**src/rtl/usr_pkg.sv**
```systemverilog
package usr_pkg;

  // Register byte offsets on the bus
  localparam logic [7:0] USR_OFS_RXDATA  = 8'h00;
  localparam logic [7:0] USR_OFS_RXSTAT  = 8'h04;
  localparam logic [7:0] USR_OFS_TXSTAT  = 8'h08;
  localparam logic [7:0] USR_OFS_IRQFLAG = 8'h0C;
  localparam logic [7:0] USR_OFS_IRQEN   = 8'h10;
  localparam logic [7:0] USR_OFS_INTCTL  = 8'h14;
  localparam logic [7:0] USR_OFS_PORTDIR = 8'h18;
  localparam logic [7:0] USR_OFS_SLEEP   = 8'h1C;

  // Receive status/control field positions
  localparam int USR_RS_SERIAL_PORT_ENABLE  = 7;
  localparam int USR_RS_RX9   = 6;
  localparam int USR_RS_SINGLE_RECEIVE_ENABLE  = 5;
  localparam int USR_RS_CONTINUOUS_RECEIVE_ENABLE  = 4;
  localparam int USR_RS_ADDRESS_DETECT_ENABLE = 3;
  localparam int USR_RS_FRAMING_ERROR_FLAG  = 2;
  localparam int USR_RS_OVERRUN_ERROR_FLAG  = 1;
  localparam int USR_RS_RECEIVED_NINTH_BIT  = 0;

  // Transmit status/control field positions
  localparam int USR_TS_CLOCK_SOURCE_SELECT = 7;
  localparam int USR_TS_SYNC = 4;

  // Interrupt control and flag positions
  localparam int USR_IC_GIE  = 7;
  localparam int USR_IC_PERIPHERAL_IRQ_ENABLE = 6;
  localparam int USR_IF_RC   = 5;

  // Reset values
  localparam logic [7:0] USR_RST_RXSTAT  = 8'h00;
  localparam logic [7:0] USR_RST_TXSTAT  = 8'h02;
  localparam logic [7:0] USR_RST_IRQEN   = 8'h00;
  localparam logic [7:0] USR_RST_INTCTL  = 8'h00;
  localparam logic [7:0] USR_RST_PORTDIR = 8'hFF;

  // Writable bits of the status/control registers; cleared bits are read-only
  localparam logic [7:0] USR_RS_WMASK = 8'hF8;
  localparam logic [7:0] USR_TS_WMASK = 8'hF7;

  localparam logic [1:0] USR_HTRANS_NONSEQ = 2'h2;

  typedef struct packed {
    logic       bit9;
    logic [7:0] low;
  } usr_word_t;

  typedef struct packed {
    logic       enable;
    logic       nine;
    logic       clear;
  } usr_rxctl_t;

endpackage : usr_pkg

```
**src/rtl/usr_fifo.sv**
```systemverilog
`timescale 1ns/1ps
module usr_fifo
  import usr_pkg::*;
#(
  parameter int DEPTH = 2
) (
  input  wire logic      hclk,
  input  wire logic      hresetn,
  input  wire logic      clr,
  input  wire logic      push,
  input  usr_word_t      wdata,
  input  wire logic      pop,
  output usr_word_t      rdata,
  output logic           full,
  output logic           empty
);

  localparam int AW = (DEPTH > 1) ? $clog2(DEPTH) : 1;

  if (DEPTH < 1) begin : g_depth_check
    $error("usr_fifo depth must be at least one");
  end

  usr_word_t          mem_r [DEPTH];
  usr_word_t          mem_nxt [DEPTH];
  logic [AW-1:0]      rd_r, rd_nxt, wr_r, wr_nxt;
  logic [AW:0]        cnt_r, cnt_nxt;
  logic               do_push, do_pop;

  function automatic logic [AW-1:0] inc(input logic [AW-1:0] p);
    inc = (p == AW'(DEPTH - 1)) ? '0 : p + 1'b1;
  endfunction : inc

  assign full    = (cnt_r == (AW+1)'(DEPTH));
  assign empty   = (cnt_r == '0);
  assign rdata   = mem_r[rd_r];
  assign do_push = push && !full;
  assign do_pop  = pop && !empty;

  always_comb begin
    mem_nxt = mem_r;
    rd_nxt  = rd_r;
    wr_nxt  = wr_r;
    cnt_nxt = cnt_r;
    if (clr) begin
      rd_nxt  = '0;
      wr_nxt  = '0;
      cnt_nxt = '0;
    end else begin
      if (do_push) begin
        mem_nxt[wr_r] = wdata;
        wr_nxt        = inc(wr_r);
      end
      if (do_pop) begin
        rd_nxt = inc(rd_r);
      end
      cnt_nxt = cnt_r + (AW+1)'(do_push) - (AW+1)'(do_pop);
    end
  end

  always_ff @(posedge hclk or negedge hresetn) begin
    if (!hresetn) begin
      for (int i = 0; i < DEPTH; i++) begin
        mem_r[i] <= '0;
      end
      rd_r  <= '0;
      wr_r  <= '0;
      cnt_r <= '0;
    end else begin
      mem_r <= mem_nxt;
      rd_r  <= rd_nxt;
      wr_r  <= wr_nxt;
      cnt_r <= cnt_nxt;
    end
  end

endmodule : usr_fifo

```
**src/rtl/usr_rx.sv**
```systemverilog
// Design decisions made here: the placing of the registers and the AHB-Lite register port.
`timescale 1ns/1ps
module usr_rx
  import usr_pkg::*;
#(
  parameter int FIFO_DEPTH = 2
) (
  input  wire logic        hclk,
  input  wire logic        hresetn,
  input  wire logic        hsel,
  input  wire logic [31:0] haddr,
  input  wire logic [1:0]  htrans,
  input  wire logic        hwrite,
  input  wire logic [2:0]  hsize,
  input  wire logic [31:0] hwdata,
  input  wire logic        hready,
  output logic      [31:0] hrdata,
  output logic             hreadyout,
  output logic             hresp,
  input  wire logic        serial_clock_in,
  input  wire logic        serial_data_line,
  output logic             irq,
  output logic             wake
);

  if (FIFO_DEPTH < 1) begin : g_depth_check
    $error("usr_rx fifo depth must be at least one");
  end

  // Registers
  logic [7:0]  rxstat_r, rxstat_nxt;
  logic [7:0]  txstat_r, txstat_nxt;
  logic [7:0]  irqen_r, irqen_nxt;
  logic [7:0]  intctl_r, intctl_nxt;
  logic [7:0]  portdir_r, portdir_nxt;
  logic        sleep_r, sleep_nxt;
  logic        receive_flag_r, receive_flag_nxt;
  logic        ninth_r, ninth_nxt;
  logic [31:0] hrdata_r, hrdata_nxt;
  logic        irq_r, irq_nxt;
  logic        wake_r, wake_nxt;

  // AHB data phase
  logic        dph_r, dph_nxt;
  logic        dwr_r, dwr_nxt;
  logic [7:0]  dadr_r, dadr_nxt;

  // Synchronisers
  logic [1:0]  ck_s_r, dt_s_r;
  logic        ck_d_r;
  logic        ck_rise;

  // Shift engine
  logic [8:0]  shift_r, shift_nxt;
  logic [3:0]  bits_r, bits_nxt;
  logic        word_done;
  usr_word_t   word;

  // FIFO
  usr_word_t   f_rdata;
  logic        f_full, f_empty, f_pop, f_push;

  logic        rx_active, addr_ok, rd_data, wr_cycle;

  assign hrdata    = hrdata_r;
  assign hreadyout = 1'b1;
  assign hresp     = 1'b0;
  assign irq       = irq_r;
  assign wake      = wake_r;

  function automatic logic valid_addr(input logic [7:0] a);
    valid_addr = (a[1:0] == 2'h0) && (a <= USR_OFS_SLEEP);
  endfunction : valid_addr

  // Pin synchronisers; first stage feeds only the second
  always_ff @(posedge hclk or negedge hresetn) begin
    if (!hresetn) begin
      ck_s_r <= 2'h0;
      dt_s_r <= 2'h0;
      ck_d_r <= 1'b0;
    end else begin
      ck_s_r <= {ck_s_r[0], serial_clock_in};
      dt_s_r <= {dt_s_r[0], serial_data_line};
      ck_d_r <= ck_s_r[1];
    end
  end

  assign ck_rise = ck_s_r[1] && !ck_d_r;

  // Receiver runs on port enable, sync mode, external clock, and continuous enable
  assign rx_active = rxstat_r[USR_RS_SERIAL_PORT_ENABLE] && txstat_r[USR_TS_SYNC]
                     && !txstat_r[USR_TS_CLOCK_SOURCE_SELECT] && rxstat_r[USR_RS_CONTINUOUS_RECEIVE_ENABLE];

  // Shift in one bit per external clock rising edge, LSB first
  always_comb begin
    shift_nxt = shift_r;
    bits_nxt  = bits_r;
    word_done = 1'b0;
    if (!rx_active) begin
      bits_nxt = 4'h0;
    end else if (ck_rise) begin
      if (rxstat_r[USR_RS_RX9]) begin
        shift_nxt = {dt_s_r[1], shift_r[8:1]};
      end else begin
        shift_nxt = {1'b0, dt_s_r[1], shift_r[7:1]};
      end
      if (bits_r == (rxstat_r[USR_RS_RX9] ? 4'h8 : 4'h7)) begin
        bits_nxt  = 4'h0;
        word_done = 1'b1;
      end else begin
        bits_nxt = bits_r + 4'h1;
      end
    end
  end

  assign word.bit9 = rxstat_r[USR_RS_RX9] ? shift_nxt[8] : 1'b0;
  assign word.low  = shift_nxt[7:0];
  assign f_push    = word_done && !f_full;

  always_ff @(posedge hclk or negedge hresetn) begin
    if (!hresetn) begin
      shift_r <= 9'h000;
      bits_r  <= 4'h0;
    end else begin
      shift_r <= shift_nxt;
      bits_r  <= bits_nxt;
    end
  end

  usr_fifo #(
    .DEPTH (FIFO_DEPTH)
  ) u_fifo (
    .hclk    (hclk),
    .hresetn (hresetn),
    .clr     (!rxstat_r[USR_RS_SERIAL_PORT_ENABLE]),
    .push    (f_push),
    .wdata   (word),
    .pop     (f_pop),
    .rdata   (f_rdata),
    .full    (f_full),
    .empty   (f_empty)
  );

  // Bus decode
  assign addr_ok  = hsel && hready && htrans[1] && (hsize == 3'h2);
  assign wr_cycle = dph_r && dwr_r;
  assign rd_data  = addr_ok && !hwrite && (haddr[7:0] == USR_OFS_RXDATA);
  assign f_pop    = rd_data && !f_empty;

  always_comb begin
    dph_nxt     = addr_ok;
    dwr_nxt     = addr_ok && hwrite;
    dadr_nxt    = addr_ok ? haddr[7:0] : dadr_r;
    rxstat_nxt  = rxstat_r;
    txstat_nxt  = txstat_r;
    irqen_nxt   = irqen_r;
    intctl_nxt  = intctl_r;
    portdir_nxt = portdir_r;
    sleep_nxt   = sleep_r;
    ninth_nxt   = ninth_r;
    hrdata_nxt  = hrdata_r;
    if (wr_cycle && valid_addr(dadr_r)) begin
      unique case (dadr_r)
        USR_OFS_RXSTAT:  rxstat_nxt  = (rxstat_r & ~USR_RS_WMASK) | (hwdata[7:0] & USR_RS_WMASK);
        USR_OFS_TXSTAT:  txstat_nxt  = (txstat_r & ~USR_TS_WMASK) | (hwdata[7:0] & USR_TS_WMASK);
        USR_OFS_IRQEN:   irqen_nxt   = hwdata[7:0];
        USR_OFS_INTCTL:  intctl_nxt  = hwdata[7:0];
        USR_OFS_PORTDIR: portdir_nxt = hwdata[7:0];
        USR_OFS_SLEEP:   sleep_nxt   = hwdata[0];
        default: ;
      endcase
    end
    // Overrun clears when continuous receive is low; a new overrun wins
    if (!rxstat_nxt[USR_RS_CONTINUOUS_RECEIVE_ENABLE]) begin
      rxstat_nxt[USR_RS_OVERRUN_ERROR_FLAG] = 1'b0;
    end
    if (word_done && f_full) begin
      rxstat_nxt[USR_RS_OVERRUN_ERROR_FLAG] = 1'b1;
    end
    // Ninth bit tracks the word now at the FIFO head; holds once empty
    if (!f_empty) begin
      ninth_nxt = f_rdata.bit9;
    end
    rxstat_nxt[USR_RS_RECEIVED_NINTH_BIT] = ninth_nxt;
    rxstat_nxt[USR_RS_FRAMING_ERROR_FLAG] = 1'b0;
    if (addr_ok && !hwrite) begin
      unique case (haddr[7:0])
        USR_OFS_RXDATA:  hrdata_nxt = {24'h0, f_rdata.low};
        USR_OFS_RXSTAT:  hrdata_nxt = {24'h0, rxstat_r};
        USR_OFS_TXSTAT:  hrdata_nxt = {24'h0, txstat_r};
        USR_OFS_IRQFLAG: hrdata_nxt = {26'h0, receive_flag_r, 5'h0};
        USR_OFS_IRQEN:   hrdata_nxt = {24'h0, irqen_r};
        USR_OFS_INTCTL:  hrdata_nxt = {24'h0, intctl_r};
        USR_OFS_PORTDIR: hrdata_nxt = {24'h0, portdir_r};
        USR_OFS_SLEEP:   hrdata_nxt = {31'h0, sleep_r};
        default:         hrdata_nxt = 32'h0;
      endcase
    end
  end

  // Receive flag is set while the FIFO holds data, and is sticky until a read or a port disable empties it
  always_comb begin
    receive_flag_nxt = receive_flag_r;
    if (f_push) begin
      receive_flag_nxt = 1'b1;
    end else if (!f_empty && !(f_pop && (FIFO_DEPTH == 1 || receive_flag_r == 1'b0))) begin
      receive_flag_nxt = 1'b1;
    end else begin
      receive_flag_nxt = !f_empty && !f_pop;
    end
    irq_nxt  = receive_flag_nxt && irqen_r[USR_IF_RC] && intctl_r[USR_IC_GIE]
               && intctl_r[USR_IC_PERIPHERAL_IRQ_ENABLE];
    wake_nxt = sleep_r && receive_flag_nxt && irqen_r[USR_IF_RC];
  end

  always_ff @(posedge hclk or negedge hresetn) begin
    if (!hresetn) begin
      dph_r     <= 1'b0;
      dwr_r     <= 1'b0;
      dadr_r    <= 8'h00;
      rxstat_r  <= USR_RST_RXSTAT;
      txstat_r  <= USR_RST_TXSTAT;
      irqen_r   <= USR_RST_IRQEN;
      intctl_r  <= USR_RST_INTCTL;
      portdir_r <= USR_RST_PORTDIR;
      sleep_r   <= 1'b0;
      ninth_r   <= 1'b0;
      receive_flag_r    <= 1'b0;
      hrdata_r  <= 32'h0;
      irq_r     <= 1'b0;
      wake_r    <= 1'b0;
    end else begin
      dph_r     <= dph_nxt;
      dwr_r     <= dwr_nxt;
      dadr_r    <= dadr_nxt;
      rxstat_r  <= rxstat_nxt;
      txstat_r  <= txstat_nxt;
      irqen_r   <= irqen_nxt;
      intctl_r  <= intctl_nxt;
      portdir_r <= portdir_nxt;
      sleep_r   <= sleep_nxt;
      ninth_r   <= ninth_nxt;
      receive_flag_r    <= receive_flag_nxt;
      hrdata_r  <= hrdata_nxt;
      irq_r     <= irq_nxt;
      wake_r    <= wake_nxt;
    end
  end
endmodule : usr_rx

```
**config.mk**
```make
export PLATFORM = sky130hd
export DESIGN_NAME = usr_rx
export DESIGN_NICKNAME = d
export VERILOG_FILES = /design/src/rtl/usr_pkg.sv /design/src/rtl/usr_fifo.sv /design/src/rtl/usr_rx.sv
export SDC_FILE = /design/constraint.sdc
export NUM_CORES = 1
export LEC_CHECK = 0
export BUFFER_PORTS_ARGS = -buffer_cell sky130_fd_sc_hd__buf_2
export CORE_MARGIN = 4
export CORE_UTILIZATION = 30
export DETAILED_ROUTE_END_ITERATION = 8
export RECOVER_POWER = 25
export SLEW_MARGIN = 15
export SYNTH_ARGS = -nofsm -noshare
export SYNTH_HDL_FRONTEND = slang
export SYNTH_HIERARCHICAL = 1
export SYNTH_SLANG_ARGS = --single-unit
export TNS_END_PERCENT = 5
```
**constraint.sdc**
```tcl
create_clock -name hclk -period 2.89 [get_ports hclk]
set_input_delay 0.578 -clock hclk [delete_from_list [all_inputs] [get_ports hclk]]
set_output_delay 0.578 -clock hclk [all_outputs]
set_load 0.05 [all_outputs]
```
Word level (Yosys, flattened, before mapping) --
Cells that the tools add are included.
Word-level totals: register bits after elaboration 126, input bits 76, output and inout bits 36, word-level logic and storage cells 140
Operators by class: add/subtract/negate cells 5, $lt $le $gt $ge 4, equality and inequality tests 21, multiplexer cells 32, bitwise gates (word level) 5, reduce and logical (&&, ||, !) cells 45
Operators by type and width (count):
- 8-bit by 5-bit == test with 1-bit output, second input constant | 8
- 8-bit one-hot mux with 8 select lines | 1
- 9-bit 2-to-1 mux | 7
- 1-bit logical AND | 27
- 8-bit by 4-bit == test with 1-bit output, second input constant | 3
- 18-bit bitwise mux | 1
- 8-bit by 3-bit == test with 1-bit output, second input constant | 2
- 4-bit 2-to-1 mux | 4
- 2-bit AND reduction | 8
- 1-bit 2-to-1 mux | 15
- 5-bit 2-to-1 mux | 2
- 9-bit demux with 1-bit select | 1
- 8-bit by 5-bit less-or-equal comparator with 1-bit output, second input constant | 1
- 8-bit logical NOT | 1
- 2-bit by 8-bit bitwise OR with 8-bit output | 1
- 4-bit by 8-bit bitwise OR with 8-bit output | 1
- 1-bit logical NOT | 7
- 3-bit by 1-bit != test with 1-bit output, second input constant | 2
- 4-bit by 1-bit adder with 4-bit output, second input constant | 1
- 4-bit == test | 1
- 2-bit greater-or-equal comparator, second input constant | 2
- 2-bit logical NOT | 2
- 2-bit by 1-bit != test with 1-bit output, second input constant | 2
- 1-bit inverter with 2-bit output | 2
- 9 further kinds | 10

Logic depth before layout (Yosys ltp) --
depth in word-level cells 14, gate-level depth with buffers 11, mapped depth without buffers 10

Cells and area by module --
The synthesis kept the hierarchy.
Modules (own cells, without submodules):
- usr_rx | instances 1, cells an instance 301, area an instance 3798.6 um^2, seq. area each 1963.1 um^2
- usr_fifo | instances 1, cells an instance 71, area an instance 1007.2 um^2, seq. area each 550.5 um^2

Worst setup path after synthesis --
No wires, ideal clock.
kind input to register, from in haddr[2], to reg u_fifo.cnt_r[1], library setup time 0.128 ns, arrival 2.417 ns, data required time 2.762 ns, path slack 0.345 ns, cell stages on the path 11, path buffers 2, cell sequence buf_6 or4_4 buf_6 nor4_1 o21a_1 ha_1 inv_1 ha_1 xor2_1 and2_1 nor3_1
Between the ends: longest elaborated chain between the ends 6
RTL lines:
- start, declared | RTL line usr_rx.sv:11 | input wire logic [31:0] haddr,
- 8-bit logical NOT | RTL line usr_rx.sv:147 | assign rd_data = addr_ok && !hwrite && (haddr[7:0] == USR_OFS_RXDATA);
- 1-bit logical AND | RTL line usr_rx.sv:147
- 1-bit logical AND | RTL line usr_rx.sv:148 | assign f_pop = rd_data && !f_empty;
- net f_pop | RTL line usr_rx.sv:61 | logic f_full, f_empty, f_pop, f_push;
- 1-bit logical AND | RTL line usr_fifo.sv:38 | assign do_pop = pop && !empty;
- 2-bit by 1-bit subtractor with 2-bit output | RTL line usr_fifo.sv:57 | cnt_nxt = cnt_r + (AW+1)'(do_push) - (AW+1)'(do_pop);
- 2-bit 2-to-1 mux | RTL line usr_fifo.sv:45 | if (clr) begin
- net u_fifo.cnt_nxt[1] | RTL line usr_fifo.sv:27 | logic [AW:0] cnt_r, cnt_nxt;
- end signal, assigned | RTL line usr_fifo.sv:73 | cnt_r <= cnt_nxt;
- end, declared | RTL line usr_fifo.sv:27
The timed path passes the listed nets, and every way through them passes these cells. A chain may end at the register's enable or synchronous reset.

Worst setup path after layout --
from reg bits_r[0], to reg u_fifo/mem_r[5] in the netlist's numbering
Between the ends: longest elaborated chain between the ends 7
RTL lines:
- start, declared | RTL line usr_rx.sv:55 | logic [3:0] bits_r, bits_nxt;
- start signal, assigned | RTL line usr_rx.sv:126 | bits_r <= bits_nxt;
- 4-bit == test | RTL line usr_rx.sv:107 | if (bits_r == (rxstat_r[USR_RS_RX9] ? 4'h8 : 4'h7)) begin
- 1-bit 2-to-1 mux | RTL line usr_rx.sv:107
- 1-bit 2-to-1 mux | RTL line usr_rx.sv:101 | end else if (ck_rise) begin
- 1-bit 2-to-1 mux | RTL line usr_rx.sv:99 | if (!rx_active) begin
- 1-bit logical AND | RTL line usr_rx.sv:118 | assign f_push = word_done && !f_full;
- net f_push | RTL line usr_rx.sv:61
- 1-bit logical AND | RTL line usr_fifo.sv:37 | assign do_push = push && !full;
- 2-bit AND reduction (no source line)
- end signal, assigned | RTL line usr_fifo.sv:70 | mem_r <= mem_nxt;
- end, declared | RTL line usr_fifo.sv:24 | usr_word_t mem_r [DEPTH];
The timed path passes the listed nets, and every way through them passes these cells.

==> reports/qor.txt <==
Outcome - finished with violations
Violated checks - capacitance limit, slew limit
Vias in the first global route - 3084
Die height - 135 um
Skew final - 7.39 ps
Max-Cap Viols - 1
Clock root buffer - clkbuf_16
CP endpoint kind - flop
Routed Antenna Nets - 0
Number of port buffers - 36
Area occupied by multi-input gates - 0.00209 mm^2
Hold Slack - 346 ps
Most frequent cells in the layout - dfrtp_1 (91), mux2_2 (81), buf_2 (35)
Final hold viol count - 0
Power per Cell Area - 531 mW/mm^2
Syn Inst Count - 372
WS Path Type - reg -> reg
Synth warn - 6
Post_cts resized - 0
Worst skew pair latency - 340 ps
Crit path cell chain - nor4b_1, a22oi_1, nor3b_2, nand4b_1, mux2_2
Final HPWL DP - 7630 um
Total Power - 2.92 mW
# fillers - 1581
Die ar. - 0.0181 mm^2
Async SR Flop Fraction - 100%
Drt first-iter violations - 117
RR Endpoint - u_fifo/mem_r[5]
DRC viols - 0
Clock Tree Buf Depth - 2
Max frequency - 389 MHz
Starting Density - 30.5%
Most common cell after layout, fill and taps aside - dfrtp_1
Worst Tran Pin Value - 2060 ps
Hold crit path type - in -> reg
# hold bufs at CTS - 0
Post-synth top flop - dfrtp_1
R2R cell count - 5
Final Core Density - 34.9%
Final setup viols - 0
Number of synthesized flops with an enable pin - 0
Startpoint Class - flop
Pin count of the biggest net entering global routing - 41
Clock slew at reported path FFs - 60 ps
Site Rows - 46
First-pass GRT wire length - 16400 um
Postcts setup bufs - 0
Antenna cells - 0
Max VDD drop - 0.000224 V
Register Area - 0.00251 mm^2
WP data required - 3110 ps
Die width - 135 um
RePlAce Congestion - 0.804
Vias per cell - 4.66
Slowest CP cell - nand4b_1
CP max FO - 9
Final cycle utilization of the critical path - 89.0%
Total gr overflow - 0
Wirelength, routed - 10100 um
Synth cell types - 58
Static Leak - 2.54 nW
Post-synthesis sequential area ratio - 52.3%
Htree depth - 3
CTS tree - done
DR pass1 iterations - 4
IO Pins - 112
GR Util All Layers - 11.6%
Final setup TNS - 0 ps
RSZ-0062 raised after global routing - no
Num CTS Buffers - 9
Synth Register Bits - 100
R2r startpoint - bits_r[0]
Worst setup path startpoint - bits_r[0]
Final-report max-slew violation count - 39
CP arrival - 2790 ps
Worst slew margin - -37.2%
Max incr delay on CP - 590 ps
Clock sink count - 100
Routed wire per std cell - 15.7 um
Share of cells above drive strength 1 - 40.5%
Via count - 2995
R2R setup slack - 320 ps
Synth Cell Area - 0.00481 mm^2
Initial antenna violation count - 0
Avg Inst Size Synth - 12.9 um^2
Minimum clock period - 2570 ps
Area Growth Syn to Fin - 14.4%
Crit path to - u_fifo/mem_r[5]
Final nets - 501
Core Box Area - 0.0158 mm^2
cell usage after synthesis, types with 7 or more instances:
cell	instances	area share (%)
nor2_1	9	0.70
nand2_1	19	1.5
buf_4	26	4.1
inv_1	8	0.62
dfstp_2	9	4.9
a21oi_1	7	0.73
mux2_2	81	19
mux2i_1	15	3.1
o21ai_0	8	0.83
dfrtp_1	91	47
worst max-delay path, delay by kind of cell (launching register included):
kind	cells	cell delay (ps)
mux	1	490
flops	1	430
compound gates	1	180
simple gates	3	1360
stage by stage:
step | cells | cell area (um^2) | setup slack (ps)
after floorplan | 396 | 4900 | 345
after global placement | 627 | 5220 | 63.4
after detailed placement | 627 | 5220 | 18.8
after CTS | 643 | 5500 | 288
after global routing | 643 | 5500 | 117
final | 643 | 5500 | 319
cell families after synthesis:
logic type	share of synthesized area, %
AOI/OAI and AO/OA	4.74
xor gates and xnor gates	0.547
adders and majority gates	0.781
buffers and inverters	6.12
DFF	52.3
muxes	23.2
other	0.156
and+or+nand+nor	12.2
worst min-delay path by stage:
stage	cells past startpoint	from	slack, ps	end
after global placement	0	ck_s_r[0]	340	ck_s_r[1]
after detailed placement	0	dt_s_r[0]	340	dt_s_r[1]
after CTS	1	hresetn	210	u_fifo/mem_r[6]
final	1	serial_clock_in	350	ck_s_r[0]
after floorplan	0	hresetn	280	bits_r[0]
after global routing	1	serial_clock_in	330	ck_s_r[0]
layout make-up:
cell class	count	area share, %
inverter	8	0.546
multi-input combinational	251	38.0
clock inverter	2	0.182
timing repair buffer	52	5.67
sequential	100	45.7
tap	216	4.92
clock buffer	14	4.98
metal layers:
layer	part of all wire, %	wire length [um]	global-route usage, %
met1	46	4670	15.9
met2	49	4920	18.7
met3	4.0	405	2.31
met4	1.0	103	3.73
met5	0	0	0
registers in the layout, indices dropped and copies added, names as in the netlist, 2 cells and up:
name          count
u_fifo/mem_r     18
shift_r           9
dadr_r            8
hrdata            8
intctl_r          8
irqen_r           8
portdir_r         8
rxstat_r          7
txstat_r          7
bits_r            4
ck_s_r            2
dt_s_r            2
u_fifo/cnt_r      2
report_power, final:
group,switching [mW],internal [mW],total [mW],leakage (nW)
Combinational,0.183,0.0978,0.281,1.12
Sequential,0.0410,1.47,1.51,1.28
Clock,0.481,0.652,1.13,0.143
No activity file was read; power rests on OpenSTA's default activity.
